### config.mk
export PLATFORM = sky130hd
export DESIGN_NAME = dpw_top
export DESIGN_NICKNAME = d
export VERILOG_FILES = /design/src/design/dpw_pkg.sv /design/src/design/dpw_blend.sv /design/src/design/dpw_top.sv
export SDC_FILE = /design/constraint.sdc
export NUM_CORES = 2
export LEC_CHECK = 0
export ABC_AREA = 1
export ABC_CLOCK_PERIOD_IN_PS = 15550
export BUFFER_PORTS_ARGS = -buffer_cell sky130_fd_sc_hd__buf_2
export CORE_MARGIN = 2
export CORE_UTILIZATION = 54
export DETAILED_ROUTE_END_ITERATION = 10
export PLACE_DENSITY = 0.86
export RECOVER_POWER = 50
export SLEW_MARGIN = 20
export SYNTH_ARGS = -nofsm -noshare
export SYNTH_HDL_FRONTEND = slang
export SYNTH_SLANG_ARGS = --single-unit
export TNS_END_PERCENT = 100
### constraint.sdc
create_clock -name i_clk -period 15.55 [get_ports i_clk]
set_clock_uncertainty 0.2 [all_clocks]
set_input_delay 1.555 -clock i_clk [delete_from_list [all_inputs] [get_ports i_clk]]
set_output_delay 1.555 -clock i_clk [all_outputs]
set_load 0.01 [all_outputs]
### src/design/dpw_pkg.sv
// Constants and carrier types for the direct pixel write and blend block
package dpw_pkg;
    // ----------------------------------------------------------------
    // Register offsets (byte addresses on the bus)
    // ----------------------------------------------------------------
    localparam logic [7:0] REG_DIRECT_CTRL = 8'h00;
    localparam logic [7:0] REG_BLEND = 8'h04;
    localparam logic [7:0] REG_DEPTH_MODE = 8'h08;
    localparam logic [7:0] REG_CONST_DA = 8'h0C;
    localparam logic [31:0] RST_REG = 32'h0000_0000;
    // ----------------------------------------------------------------
    // Field positions
    // ----------------------------------------------------------------
    localparam int DWC_FMT_LO = 0;
    localparam int DWC_PIPE = 8;
    localparam int DWC_LANE_LO = 9;
    localparam int DWC_WSWAP = 11;
    localparam int DWC_SWZ = 12;
    localparam int DWC_YORG = 13;
    localparam int DWC_WSEL = 14;
    localparam logic [31:0] DWC_MASK = 32'h0000_7F0F;
    localparam int BLD_ENABLE = 4;
    localparam int BLD_CODES_LO = 8;
    localparam int DBM_CMASK = 9;
    localparam int DBM_ZMASK = 10;
    localparam int DBM_ABUF = 18;
    localparam int POS_X_LO = 1;
    localparam int POS_Y_LO = 11;
    localparam logic [9:0] LAST_ROW = 10'h3FF;
    // ----------------------------------------------------------------
    // Write formats
    // ----------------------------------------------------------------
    localparam logic [3:0] FMT_RGB565 = 4'h0;
    localparam logic [3:0] FMT_XRGB1555 = 4'h1;
    localparam logic [3:0] FMT_ARGB1555 = 4'h2;
    localparam logic [3:0] FMT_XRGB8888 = 4'h4;
    localparam logic [3:0] FMT_ARGB8888 = 4'h5;
    localparam logic [3:0] FMT_Z_RGB565 = 4'hC;
    localparam logic [3:0] FMT_Z_XRGB1555 = 4'hD;
    localparam logic [3:0] FMT_Z_ARGB1555 = 4'hE;
    localparam logic [3:0] FMT_Z_Z = 4'hF;
    // ----------------------------------------------------------------
    // Blend factor codes
    // ----------------------------------------------------------------
    localparam logic [3:0] FACTOR_ZERO = 4'h0;
    localparam logic [3:0] FACTOR_SOURCE_ALPHA = 4'h1;
    localparam logic [3:0] FACTOR_OTHER_COLOR = 4'h2;
    localparam logic [3:0] FACTOR_DESTINATION_ALPHA = 4'h3;
    localparam logic [3:0] FACTOR_ONE = 4'h4;
    localparam logic [3:0] FACTOR_INVERSE_SOURCE_ALPHA = 4'h5;
    localparam logic [3:0] FACTOR_INVERSE_OTHER_COLOR = 4'h6;
    localparam logic [3:0] FACTOR_INVERSE_DESTINATION_ALPHA = 4'h7;
    localparam logic [3:0] FACTOR_SPECIAL = 4'hF;
    localparam logic [8:0] FACTOR_UNITY = 9'h100;
    // ----------------------------------------------------------------
    // Carriers
    // ----------------------------------------------------------------
    typedef struct packed {
        logic [3:0] dst_a;
        logic [3:0] src_a;
        logic [3:0] dst_rgb;
        logic [3:0] src_rgb;
    } dpw_codes_s;
    typedef struct packed {
        logic [9:0] x;
        logic [9:0] y;
        logic [31:0] color;
        logic [31:0] depth;
        logic [15:0] w;
        logic pair;
        logic pipe;
        logic we_color;
        logic we_depth;
        logic we_alpha;
    } dpw_pix_s;
endpackage : dpw_pkg

### src/design/dpw_blend.sv
// Blend stage combining source and destination colour and alpha
`timescale 1ns/1ps
`default_nettype none
module dpw_blend (
    // Clock and reset
    input wire logic i_clk,
    input wire logic i_rst,
    // Controls
    input wire logic i_enable,
    input wire dpw_pkg::dpw_codes_s i_codes,
    // Pixel in, ARGB bytes
    input wire logic i_valid,
    input wire logic [31:0] i_src,
    input wire logic [31:0] i_dst,
    input wire logic [23:0] i_unfog,
    // Pixel out
    output logic o_valid,
    output logic [31:0] o_data
);
    import dpw_pkg::*;

    // Maps 8'hFF to exact unity so that one times x keeps x
    function automatic logic [8:0] ext(input logic [7:0] v);
        ext = {1'b0, v} + {8'h00, v[7]};
    endfunction : ext

    function automatic logic [8:0] fac(input logic [3:0] code,
        input logic is_src, input logic [7:0] other,
        input logic [7:0] unf, input logic [7:0] sa,
        input logic [7:0] da);
        logic [8:0] inv_da;
        inv_da = FACTOR_UNITY - ext(da);
        case (code)
            FACTOR_ZERO: fac = 9'h000;
            FACTOR_SOURCE_ALPHA: fac = ext(sa);
            FACTOR_OTHER_COLOR: fac = ext(other);
            FACTOR_DESTINATION_ALPHA: fac = ext(da);
            FACTOR_ONE: fac = FACTOR_UNITY;
            FACTOR_INVERSE_SOURCE_ALPHA: fac = FACTOR_UNITY - ext(sa);
            FACTOR_INVERSE_OTHER_COLOR: fac = FACTOR_UNITY - ext(other);
            FACTOR_INVERSE_DESTINATION_ALPHA: fac = inv_da;
            FACTOR_SPECIAL: begin
                if (is_src) begin
                    fac = (ext(sa) < inv_da) ? ext(sa) : inv_da;
                end else begin
                    fac = ext(unf);
                end
            end
            default: fac = 9'h000;
        endcase
    endfunction : fac

    logic [31:0] next_data;
    genvar ch;
    for (ch = 0; ch < 4; ch++) begin : g_ch
        logic [3:0] sc;
        logic [3:0] dc;
        logic [7:0] s;
        logic [7:0] d;
        logic [7:0] u;
        logic [16:0] ps;
        logic [16:0] pd;
        logic [17:0] sum;
        assign s = i_src[ch*8 +: 8];
        assign d = i_dst[ch*8 +: 8];
        // Alpha lane has no unfogged value of its own, so it takes source
        if (ch == 3) begin : g_a
            assign u = s;
        end else begin : g_c
            assign u = i_unfog[ch*8 +: 8];
        end
        // Alpha lane takes its own pair of codes
        assign sc = (ch == 3) ? i_codes.src_a : i_codes.src_rgb;
        assign dc = (ch == 3) ? i_codes.dst_a : i_codes.dst_rgb;
        // Full-width products: inside a concatenation a product is cut
        // to its widest operand, which would lose the top byte
        assign ps = {9'h000, s} * {8'h00, fac(sc, 1'b1, d, u,
            i_src[31:24], i_dst[31:24])};
        assign pd = {9'h000, d} * {8'h00, fac(dc, 1'b0, s, u,
            i_src[31:24], i_dst[31:24])};
        assign sum = {1'b0, ps} + {1'b0, pd};
        assign next_data[ch*8 +: 8] = !i_enable ? s :
            (sum[17:16] != 2'b00) ? 8'hFF : sum[15:8];
    end

    always_ff @(posedge i_clk) begin
        if (i_rst) begin
            o_valid <= 1'b0;
            o_data <= 32'h0000_0000;
        end else begin
            o_valid <= i_valid;
            o_data <= next_data;
        end
    end
endmodule : dpw_blend
`default_nettype wire

### src/design/dpw_top.sv
// Direct pixel write path, blend stage and their control registers
// --------------------------------------------------------------------
// Behaviour
// - Enabled blend: new colour = source*src factor + old dest*dst factor
// - Alpha blends the same way with its own factor pair
// - Blend register: colour codes in 15:8, alpha codes in 23:16
// - Codes 0-7: zero, src a, colour, dst a, one and inverses
// - Colour code means the other pixel's colour
// - Code 15 as destination factor uses the unfogged source colour
// - Code 15 as source factor uses min(src alpha, 1 - dst alpha)
// - Format field 3:0 decodes 16-bit, 32-bit and depth-paired layouts
// - Pipeline bit set: writes go through the pixel pipeline
// - Pipeline bit clear: write buffers unconditionally, tests bypassed
// - Bypass writes only carried buffers, ignoring colour and depth masks
// - Bypass formats 0,1,2,4,5 write colour only
// - Bypass formats 12-14 write colour and depth
// - Bypass format 15 writes depth only
// - Bypass alpha formats write alpha only if alpha buffer enabled
// - Bypass format 14 drops depth or alpha by alpha buffer enable
// - Lane field 10:9 selects colour lane order
// - Lanes: 0 ARGB, 1 ABGR, 2 RGBA, 3 BGRA
// - Bit 11 swaps the 16-bit halves of each write
// - Bit 12 byte-swizzles each write
// - Swizzle exchanges bytes 3 and 0, and bytes 2 and 1
// - Swizzle, then half swap (not formats 4, 5), then lanes
// - Bit 13 picks Y origin: 0 top, 1 bottom; the code flips bypass writes only
// - Bit 14 picks W: write depth or constant depth-alpha 15:0; the code sets W on pipeline writes only, bypass W is 0
// --------------------------------------------------------------------
//
// The Wishbone register port and the register offsets are this design's own decisions.
`timescale 1ns/1ps
`default_nettype none
module dpw_top (
    // Clock and reset
    input wire logic i_clk,
    input wire logic i_rst,
    // Wishbone slave
    input wire logic i_wb_cyc,
    input wire logic i_wb_stb,
    input wire logic i_wb_we,
    input wire logic [7:0] i_wb_adr,
    input wire logic [3:0] i_wb_sel,
    input wire logic [31:0] i_wb_dat,
    output logic o_wb_ack,
    output logic [31:0] o_wb_dat,
    // Direct pixel window writes
    input wire logic i_dw_stb,
    input wire logic [21:0] i_dw_offset,
    input wire logic [31:0] i_dw_data,
    output logic o_dw_valid,
    output dpw_pkg::dpw_pix_s o_dw_pix,
    // Blend stage
    input wire logic i_bl_valid,
    input wire logic [31:0] i_bl_src,
    input wire logic [31:0] i_bl_dst,
    input wire logic [23:0] i_bl_unfog,
    output logic o_bl_valid,
    output logic [31:0] o_bl_data
);
    import dpw_pkg::*;

    // ----------------------------------------------------------------
    // Registers
    // ----------------------------------------------------------------
    logic [31:0] dwc;
    logic [31:0] bld;
    logic [31:0] dbm;
    logic [31:0] cda;
    logic wr;

    function automatic logic [31:0] merge(input logic [31:0] old,
        input logic [31:0] nw, input logic [3:0] sel);
        merge = old;
        for (int b = 0; b < 4; b++) begin
            if (sel[b]) begin
                merge[b*8 +: 8] = nw[b*8 +: 8];
            end
        end
    endfunction : merge

    // Write lands on the edge that the master sees ack
    assign wr = i_wb_cyc && i_wb_stb && i_wb_we && o_wb_ack;

    always_ff @(posedge i_clk) begin
        if (i_rst) begin
            o_wb_ack <= 1'b0;
        end else begin
            o_wb_ack <= i_wb_cyc && i_wb_stb && !o_wb_ack;
        end
    end

    always_ff @(posedge i_clk) begin
        if (i_rst) begin
            dwc <= RST_REG;
            bld <= RST_REG;
            dbm <= RST_REG;
            cda <= RST_REG;
        end else if (wr) begin
            case (i_wb_adr)
                REG_DIRECT_CTRL:
                    dwc <= merge(dwc, i_wb_dat, i_wb_sel) & DWC_MASK;
                REG_BLEND: bld <= merge(bld, i_wb_dat, i_wb_sel);
                REG_DEPTH_MODE: dbm <= merge(dbm, i_wb_dat, i_wb_sel);
                REG_CONST_DA: cda <= merge(cda, i_wb_dat, i_wb_sel);
                default: dwc <= dwc;
            endcase
        end
    end

    // Unmapped reads answer zero
    always_ff @(posedge i_clk) begin
        if (i_rst) begin
            o_wb_dat <= 32'h0000_0000;
        end else if (i_wb_cyc && i_wb_stb && !o_wb_ack) begin
            case (i_wb_adr)
                REG_DIRECT_CTRL: o_wb_dat <= dwc & DWC_MASK;
                REG_BLEND: o_wb_dat <= bld;
                REG_DEPTH_MODE: o_wb_dat <= dbm;
                REG_CONST_DA: o_wb_dat <= cda;
                default: o_wb_dat <= 32'h0000_0000;
            endcase
        end
    end

    // ----------------------------------------------------------------
    // Control fields
    // ----------------------------------------------------------------
    logic [3:0] fmt;
    logic [1:0] lane;
    logic pipe;
    logic abuf;
    assign fmt = dwc[DWC_FMT_LO +: 4];
    assign lane = dwc[DWC_LANE_LO +: 2];
    assign pipe = dwc[DWC_PIPE];
    // Colour and depth masks in dbm are left to the pipeline, never here
    assign abuf = dbm[DBM_ABUF];

    // ----------------------------------------------------------------
    // Data reordering
    // ----------------------------------------------------------------
    // 16-bit colour to canonical order; base 0 is 565, else 1555
    function automatic logic [15:0] lane16(input logic [15:0] h,
        input logic is565, input logic [1:0] ln);
        lane16 = h;
        if (is565) begin
            if (ln[0]) begin
                lane16 = {h[4:0], h[10:5], h[15:11]};
            end
        end else begin
            case (ln)
                2'd1: lane16 = {h[15], h[4:0], h[9:5], h[14:10]};
                2'd2: lane16 = {h[0], h[15:1]};
                2'd3: lane16 = {h[0], h[5:1], h[10:6], h[15:11]};
                default: lane16 = h;
            endcase
        end
    endfunction : lane16

    function automatic logic [31:0] lane32(input logic [31:0] d,
        input logic [1:0] ln);
        case (ln)
            2'd1: lane32 = {d[31:24], d[7:0], d[15:8], d[23:16]};
            2'd2: lane32 = {d[7:0], d[31:8]};
            2'd3: lane32 = {d[7:0], d[15:8], d[23:16], d[31:24]};
            default: lane32 = d;
        endcase
    endfunction : lane32

    logic is32;
    logic is565;
    logic [31:0] swz;
    logic [31:0] swp;
    assign is32 = (fmt == FMT_XRGB8888) || (fmt == FMT_ARGB8888);
    assign is565 = (fmt == FMT_RGB565) || (fmt == FMT_Z_RGB565);
    assign swz = dwc[DWC_SWZ] ? {i_dw_data[7:0], i_dw_data[15:8],
        i_dw_data[23:16], i_dw_data[31:24]} : i_dw_data;
    // Swap follows swizzle and never touches 32-bit formats
    assign swp = (dwc[DWC_WSWAP] && !is32) ?
        {swz[15:0], swz[31:16]} : swz;

    // ----------------------------------------------------------------
    // Pixel assembly
    // ----------------------------------------------------------------
    dpw_pix_s next_pix;
    logic next_valid;
    logic [9:0] y_raw;

    assign y_raw = i_dw_offset[POS_Y_LO +: 10];

    always_comb begin
        next_pix = '0;
        next_valid = i_dw_stb;
        next_pix.x = i_dw_offset[POS_X_LO +: 10];
        // Y flip only applies to bypassed writes
        next_pix.y = (!pipe && dwc[DWC_YORG]) ?
            LAST_ROW - y_raw : y_raw;
        next_pix.pipe = pipe;
        case (fmt)
            FMT_RGB565, FMT_XRGB1555, FMT_ARGB1555: begin
                next_pix.color = {lane16(swp[31:16], is565, lane),
                                  lane16(swp[15:0], is565, lane)};
                next_pix.depth = {16'h0000, cda[15:0]};
                next_pix.pair = 1'b1;
                next_pix.we_color = !pipe;
                next_pix.we_alpha = !pipe && fmt == FMT_ARGB1555
                    && abuf;
            end
            FMT_XRGB8888, FMT_ARGB8888: begin
                next_pix.color = lane32(swp, lane);
                next_pix.depth = {16'h0000, cda[15:0]};
                next_pix.we_color = !pipe;
                next_pix.we_alpha = !pipe && fmt == FMT_ARGB8888
                    && abuf;
            end
            FMT_Z_RGB565, FMT_Z_XRGB1555, FMT_Z_ARGB1555: begin
                next_pix.color = {16'h0000,
                                  lane16(swp[15:0], is565, lane)};
                next_pix.depth = {16'h0000, swp[31:16]};
                next_pix.we_color = !pipe;
                if (fmt == FMT_Z_ARGB1555) begin
                    next_pix.we_depth = !pipe && !abuf;
                    next_pix.we_alpha = !pipe && abuf;
                end else begin
                    next_pix.we_depth = !pipe;
                end
            end
            FMT_Z_Z: begin
                next_pix.depth = swp;
                next_pix.pair = 1'b1;
                next_pix.we_depth = !pipe;
            end
            default: begin
                // Reserved format: the write is dropped whole
                next_valid = 1'b0;
            end
        endcase
        // Bypass writes ignore the masks in dbm entirely
        if (pipe) begin
            next_pix.w = dwc[DWC_WSEL] ? cda[15:0]
                                       : next_pix.depth[15:0];
        end
    end

    always_ff @(posedge i_clk) begin
        if (i_rst) begin
            o_dw_valid <= 1'b0;
            o_dw_pix <= '0;
        end else begin
            o_dw_valid <= next_valid;
            o_dw_pix <= next_pix;
        end
    end

    // ----------------------------------------------------------------
    // Blend stage
    // ----------------------------------------------------------------
    dpw_codes_s codes;
    assign codes = bld[BLD_CODES_LO +: 16];

    dpw_blend u_blend (
        .i_clk(i_clk),
        .i_rst(i_rst),
        .i_enable(bld[BLD_ENABLE]),
        .i_codes(codes),
        .i_valid(i_bl_valid),
        .i_src(i_bl_src),
        .i_dst(i_bl_dst),
        .i_unfog(i_bl_unfog),
        .o_valid(o_bl_valid),
        .o_data(o_bl_data)
    );
endmodule : dpw_top
`default_nettype wire

## After elaboration in Yosys (flattened, before gate mapping)

Index checks and enable logic that the tools add are counted.

| word-level totals | value |
|---|---|
| register bits after elaboration | 279 |
| bits of input ports | 193 |

| cells by class | value |
|---|---|
| add/subtract/negate cells | 24 |
| multiply operators | 8 |
| magnitude comparators | 1 |
| equality and inequality tests | 46 |
| multiplexer cells | 36 |
| bitwise logic cells | 3 |
| reduce and logical (&&, ||, !) cells | 52 |

Operators with widths:

| operator | count |
|---|---|
| 9-bit case mux with 8 select lines | 6 |
| 32-bit case mux with 3 select lines | 3 |
| 8-bit by 9-bit multiplier with 17-bit output | 8 |
| 32-bit case mux with 4 select lines | 1 |
| 8-bit by 1-bit adder with 9-bit output | 11 |
| 16-bit case mux with 3 select lines | 2 |
| 16-bit two-way mux | 5 |
| 17-bit by 17-bit adder with 18-bit output | 4 |
| 4-bit by 3-bit == test with 1-bit output, second input constant | 18 |
| 9-bit subtractor, first input constant | 8 |
| 32-bit two-way mux | 2 |
| 8-bit two-way mux | 8 |
| 9-bit case mux with 6 select lines | 1 |
| 9-bit case mux with 5 select lines | 1 |
| 3-bit AND reduction | 14 |
| 4-bit by 2-bit == test with 1-bit output, second input constant | 9 |
| 4-bit == test, second input constant | 8 |
| 4-bit by 1-bit == test with 1-bit output, second input constant | 5 |
| 8-bit by 4-bit == test with 1-bit output, second input constant | 2 |
| 2-bit OR reduction | 7 |
| 1-bit logical AND | 12 |
| 10-bit two-way mux | 1 |
| 10-bit subtractor, first input constant | 1 |
| 9-bit < comparator | 1 |
| other kinds (18) | 32 |

## Logic depth before layout (Yosys ltp)

| depth | value |
|---|---|
| depth in word-level cells | 10 |
| mapped depth | 54 |
| mapped depth without buffers | 53 |

## Modules after synthesis

Synthesis repeated with hierarchy kept, for this count alone.

| second synthesis, totals | value |
|---|---|
| cells, all modules | 5,577 |
| area total of the unflattened synthesis | 38,480.7 um^2 |

Modules (own cells, without submodules):

| module | times used | cells each | area each (um^2) | seq. area each (um^2) |
|---|---|---|---|---|
| dpw_blend | 1 | 3,856 | 26,573.0 | 660.6 |
| dpw_top | 1 | 1,721 | 11,907.7 | 4,924.7 |

## Worst setup path after synthesis

No wires, ideal clock.

| timing path | value |
|---|---|
| kind | input -> register |
| from | in i_bl_dst[24] |
| to | reg u_blend.o_data[20] |
| setup time | 0.109 ns |
| arrival | 9.177 ns |
| required time | 15.241 ns |
| path slack | 6.064 ns |
| stages on the path | 46 |
| path buffers | 1 |
| cell sequence | ha_1 > ha_1 > inv_1 > ha_1 > nand2_1 > inv_1 > nand2_1 > nor2_4 > inv_1 > nand2_1 > ha_1 > nand3_1 > o21ai_0 > nor3_1 > nand2_1 > nand3_1 > nand2_2 > nand2_4 > (+10 left out) > inv_1 > fa_1 > fa_1 > fa_1 > inv_1 > fa_1 > inv_1 > ha_1 > a21oi_1 > o21ai_0 > a221oi_1 > nand2_1 > nand2_1 > inv_2 > nor2_4 > nand3_1 > nand2_1 > inv_1 |

| on the way | value |
|---|---|
| longest elaborated chain between the ends | 10 |

RTL lines:

| item | line | text |
|---|---|---|
| start: declaration | dpw_top.sv:55 | `input wire logic [31:0] i_bl_dst,` |
| 8-bit by 1-bit adder with 9-bit output * | dpw_blend.sv:24 | `ext = {1'b0, v} + {8'h00, v[7]};` |
| 9-bit subtractor | dpw_blend.sv:32 | `inv_da = FACTOR_UNITY - ext(da);` |
| 9-bit < comparator | dpw_blend.sv:44 | `fac = (ext(sa) < inv_da) ? ext(sa) : inv_da;` |
| 9-bit two-way mux | dpw_blend.sv:44 |  |
| 9-bit case mux with 8 select lines | dpw_blend.sv:33 | `case (code)` |
| 8-bit by 9-bit multiplier with 17-bit output | dpw_blend.sv:77 | `assign ps = {9'h000, s} * {8'h00, fac(sc, 1'b1, d, u,` |
| 17-bit by 17-bit adder with 18-bit output * | dpw_blend.sv:81 | `assign sum = {1'b0, ps} + {1'b0, pd};` |
| 2-bit nonzero test | dpw_blend.sv:83 | `(sum[17:16] != 2'b00) ? 8'hFF : sum[15:8];` |
| 8-bit two-way mux * | dpw_blend.sv:83 |  |
| 8-bit two-way mux * | dpw_blend.sv:82 | `assign next_data[ch*8 +: 8] = !i_enable ? s :` |
| end signal: assignment | dpw_blend.sv:92 | `o_data <= next_data;` |
| end: declaration | dpw_blend.sv:18 | `output logic [31:0] o_data` |

Every way passes the cells marked *; elsewhere a longest branch is shown, timed or not.
A chain may end at the register's enable or synchronous reset.

## Final worst setup path

| timing path | value |
|---|---|
| from | in i_bl_dst[24] |
| to | reg u_blend.o_data[23] |

The elaborated chain is that of the path after synthesis.

==> impl_metrics.json <==
{
  "busiest_layer": "met2",
  "wl_per_cell_um": 18.6,
  "drive_gt1_share_pct": 7.04,
  "fin_area_sq_mm": 0.0409,
  "netlist_area_sq_mm": 0.0374,
  "dp_hpwl_um": 99400,
  "dr.pass1.iters": 6,
  "max-cap-violations": 3,
  "grt_pass1_vias": 36900,
  "via_per_inst": 5.57,
  "wl_um": 124000,
  "worstSetupEndpointType": "register",
  "cts_sinks": 279,
  "use_met2_pct": 57.7,
  "post-place-cells": 6599,
  "postCtsHoldBufs": 0,
  "postCtsSetupBuffers": 0,
  "yosysMostFrequentCell": "inv_1",
  "gp_congestion": 1.00,
  "grt_usage_pct": 34.5,
  "ys_async_sr_fraction_pct": 0,
  "hold_viol": 0,
  "synth_fp_nets": 6346,
  "p_leak_nw": 21.3,
  "die_width_um": 267,
  "ys_ff_latch": 279,
  "slowest_delay_ps": 550,
  "grt_max_degree": 128,
  "critPathKind": "input pin to register",
  "num_vias": 37100,
  "path_max_fanout": 17,
  "clock_latency_ps": 600,
  "syn_to_final_growth_pct": 9.39,
  "clock-root-buffer": "clkbuf_16",
  "die_h_um": 267,
  "final_cell_count_no_fill": 6668,
  "grt_first_pass_wirelength_um": 194000,
  "clockBufferDepth": 3,
  "syn-mean-instance-area_sq_um": 6.89,
  "placed_cell_area_sq_mm": 0.0401,
  "min_period_ps": 10770,
  "arrival_ps": 11080,
  "synth_top_area_share_pct": 23.6,
  "drcViolationCount": 0,
  "period_share_pct": 69.2,
  "synth_edf_count": 0,
  "yosys_warnings": 0,
  "cpMaxStageDelayCell": "o2111ai_1",
  "nFillCells": 6283,
  "ys_top_cells_by_count": "1,333 x inv_1, 1,016 x nand2_1, 602 x nor2_1, 440 x fa_1, 336 x o21ai_0",
  "clock.fmax_mhz": 92.9,
  "finalMaxSlewViolations": 229,
  "ant_nets": 0,
  "synth_largest_area_cell": "fa_1",
  "met3_usage_pct": 7.13,
  "cts_made_buffers": 30,
  "netlist_instances": 5426,
  "status": "finished, violations left",
  "htreeDepth": 1,
  "portBuffers": 362,
  "synth.distinct_cells": 65,
  "cp-start-kind": "input pin",
  "start_util_pct": 54.5,
  "final.setup.tns_ps": 0,
  "die_area_sq_mm": 0.0714,
  "io-pin-count": 365,
  "ys_seq_area_share_pct": 14.9,
  "cpMostUsedCell": "inv_1",
  "tightest_slew_ps": 4610,
  "drtIter0Drc": 3688,
  "cts.repair.resized": 0,
  "hold_ws_ps": 253,
  "synthFlopType": "dfxtp_1",
  "hold_class": "register to register",
  "powerDensity_mw_per_mm2": 42.6,
  "p_total_mw": 1.74,
  "relSlewSlack_pct": -207,
  "fin_nets": 6620,
  "cts_tree": "done",
  "violations": "capacitance limit, slew limit",
  "globalRouteMet1Util_pct": 42.2,
  "rows": 96,
  "required_ps": 15870,
  "overflow": 0,
  "coreArea_sq_mm": 0.0686,
  "antenna_found_initial": 20,
  "clk_pin_slew_ps": 80,
  "synth_area_leaders": "fa_1 24%, dfxtp_1 15%, inv_1 13%, nand2_1 10%, ha_1 9.6%",
  "rsz0062_at_grt": "no",
  "finalSetupViolations": 0,
  "max-vdd-ir-drop_mv": 0.0809
}
-- metal layers --
| metal | routed length (um) | vias up |
|---|---|---|
| li1 | - | 17200 |
| met1 | 46900 | 17600 |
| met2 | 57900 | 1898 |
| met3 | 12200 | 423 |
| met4 | 6790 | 22 |
| met5 | 126 | - |
-- registers in the layout, indices dropped and copies added (netlist names) --
register	count
o_dw_pix	105
bld	32
cda	32
dbm	32
o_wb_dat	32
u_blend.o_data	32
dwc	11
o_dw_valid	1
o_wb_ack	1
u_blend.o_valid	1
-- cells in the final DEF, fill, tap and decap left out, types with 7 or more instances in the layout --
cell / Yosys / final
a31oi_1: 9 / 9
nand4_1: 32 / 32
o211ai_1: 18 / 18
buf_2: 6 / 190
a21oi_1: 294 / 294
dfxtp_1: 279 / 278
o21ai_0: 336 / 336
inv_1: 1333 / 1331
nand3_2: 12 / 12
nand2_4: 7 / 7
nor2_1: 602 / 601
clkbuf_1: 144 / 181
nor3_1: 48 / 47
o21ai_1: 8 / 8
diode_2: 0 / 13
nand2_2: 43 / 43
xnor2_1: 19 / 19
a221oi_1: 22 / 22
a211oi_1: 27 / 27
o32ai_1: 8 / 8
o2111ai_1: 14 / 14
or2_2: 14 / 14
fa_1: 440 / 440
buf_4: 2 / 39
ha_1: 287 / 287
o22ai_1: 56 / 56
clkinv_1: 12 / 13
nand3_1: 161 / 161
nor2_4: 10 / 10
xor2_1: 17 / 17
a22oi_1: 7 / 7
nor4_1: 12 / 10
nand2_1: 1016 / 1016
inv_2: 15 / 15
o221ai_1: 38 / 38
nand3b_1: 12 / 12
clkbuf_16: 0 / 30
-- cell families after synthesis --
| family | synth area share, % |
|---|---|
| xor+xnor | 0.843 |
| compound gates | 13.4 |
| fa+ha+maj | 33.2 |
| buf+inv | 15.4 |
| simple gates | 22.3 |
| mux | 0.0268 |
| flops | 14.9 |
-- stage by stage --
step                worst slack, ps  util (%)
floorplan                      6060         -
global placement               4490      58.4
detailed placement             4350      58.4
CTS                            5010      59.9
global route                   4280      59.6
finish                         4780      59.6
-- path summary, 6_finish.rpt --
kind,cells past startpoint,endpoint,slack [ps],startpoint
setup / recovery,49,u_blend.o_data[23],4780,i_bl_dst[24]
setup reg to reg,29,u_blend.o_data[23],7020,bld[9]
hold reg to reg,2,dbm[3],250,dbm[3]
hold / removal,2,dbm[3],250,dbm[3]
-- cell type report --
class | instances | area (sq um) | area share [%]
antenna | 13 | 32.5 | 0.0795
clock buffer | 40 | 828 | 2.03
clock inverter | 16 | 193 | 0.471
inverter | 1362 | 5120 | 12.5
multi-input combinational | 3623 | 26100 | 63.8
sequential | 279 | 5590 | 13.7
tap | 931 | 1160 | 2.85
timing repair buffer | 404 | 1900 | 4.65
-- worst max-delay path: cells and delay by family --
kind                       cells  cell delay (ps)
adders and majority gates     11             4430
and+or+nand+nor               19             2210
AOI/OAI and AO/OA              7             1690
buffers and inverters         12             1160
-- report_power, final --
group | leakage (nW) | internal (mW) | switching, mW
Sequential | 2.27 | 0.727 | 0.00370
Clock | 0.494 | 0.426 | 0.326
Combinational | 18.5 | 0.0705 | 0.187
Total | 21.3 | 1.22 | 0.517
(Power assumes the default switching activity.)
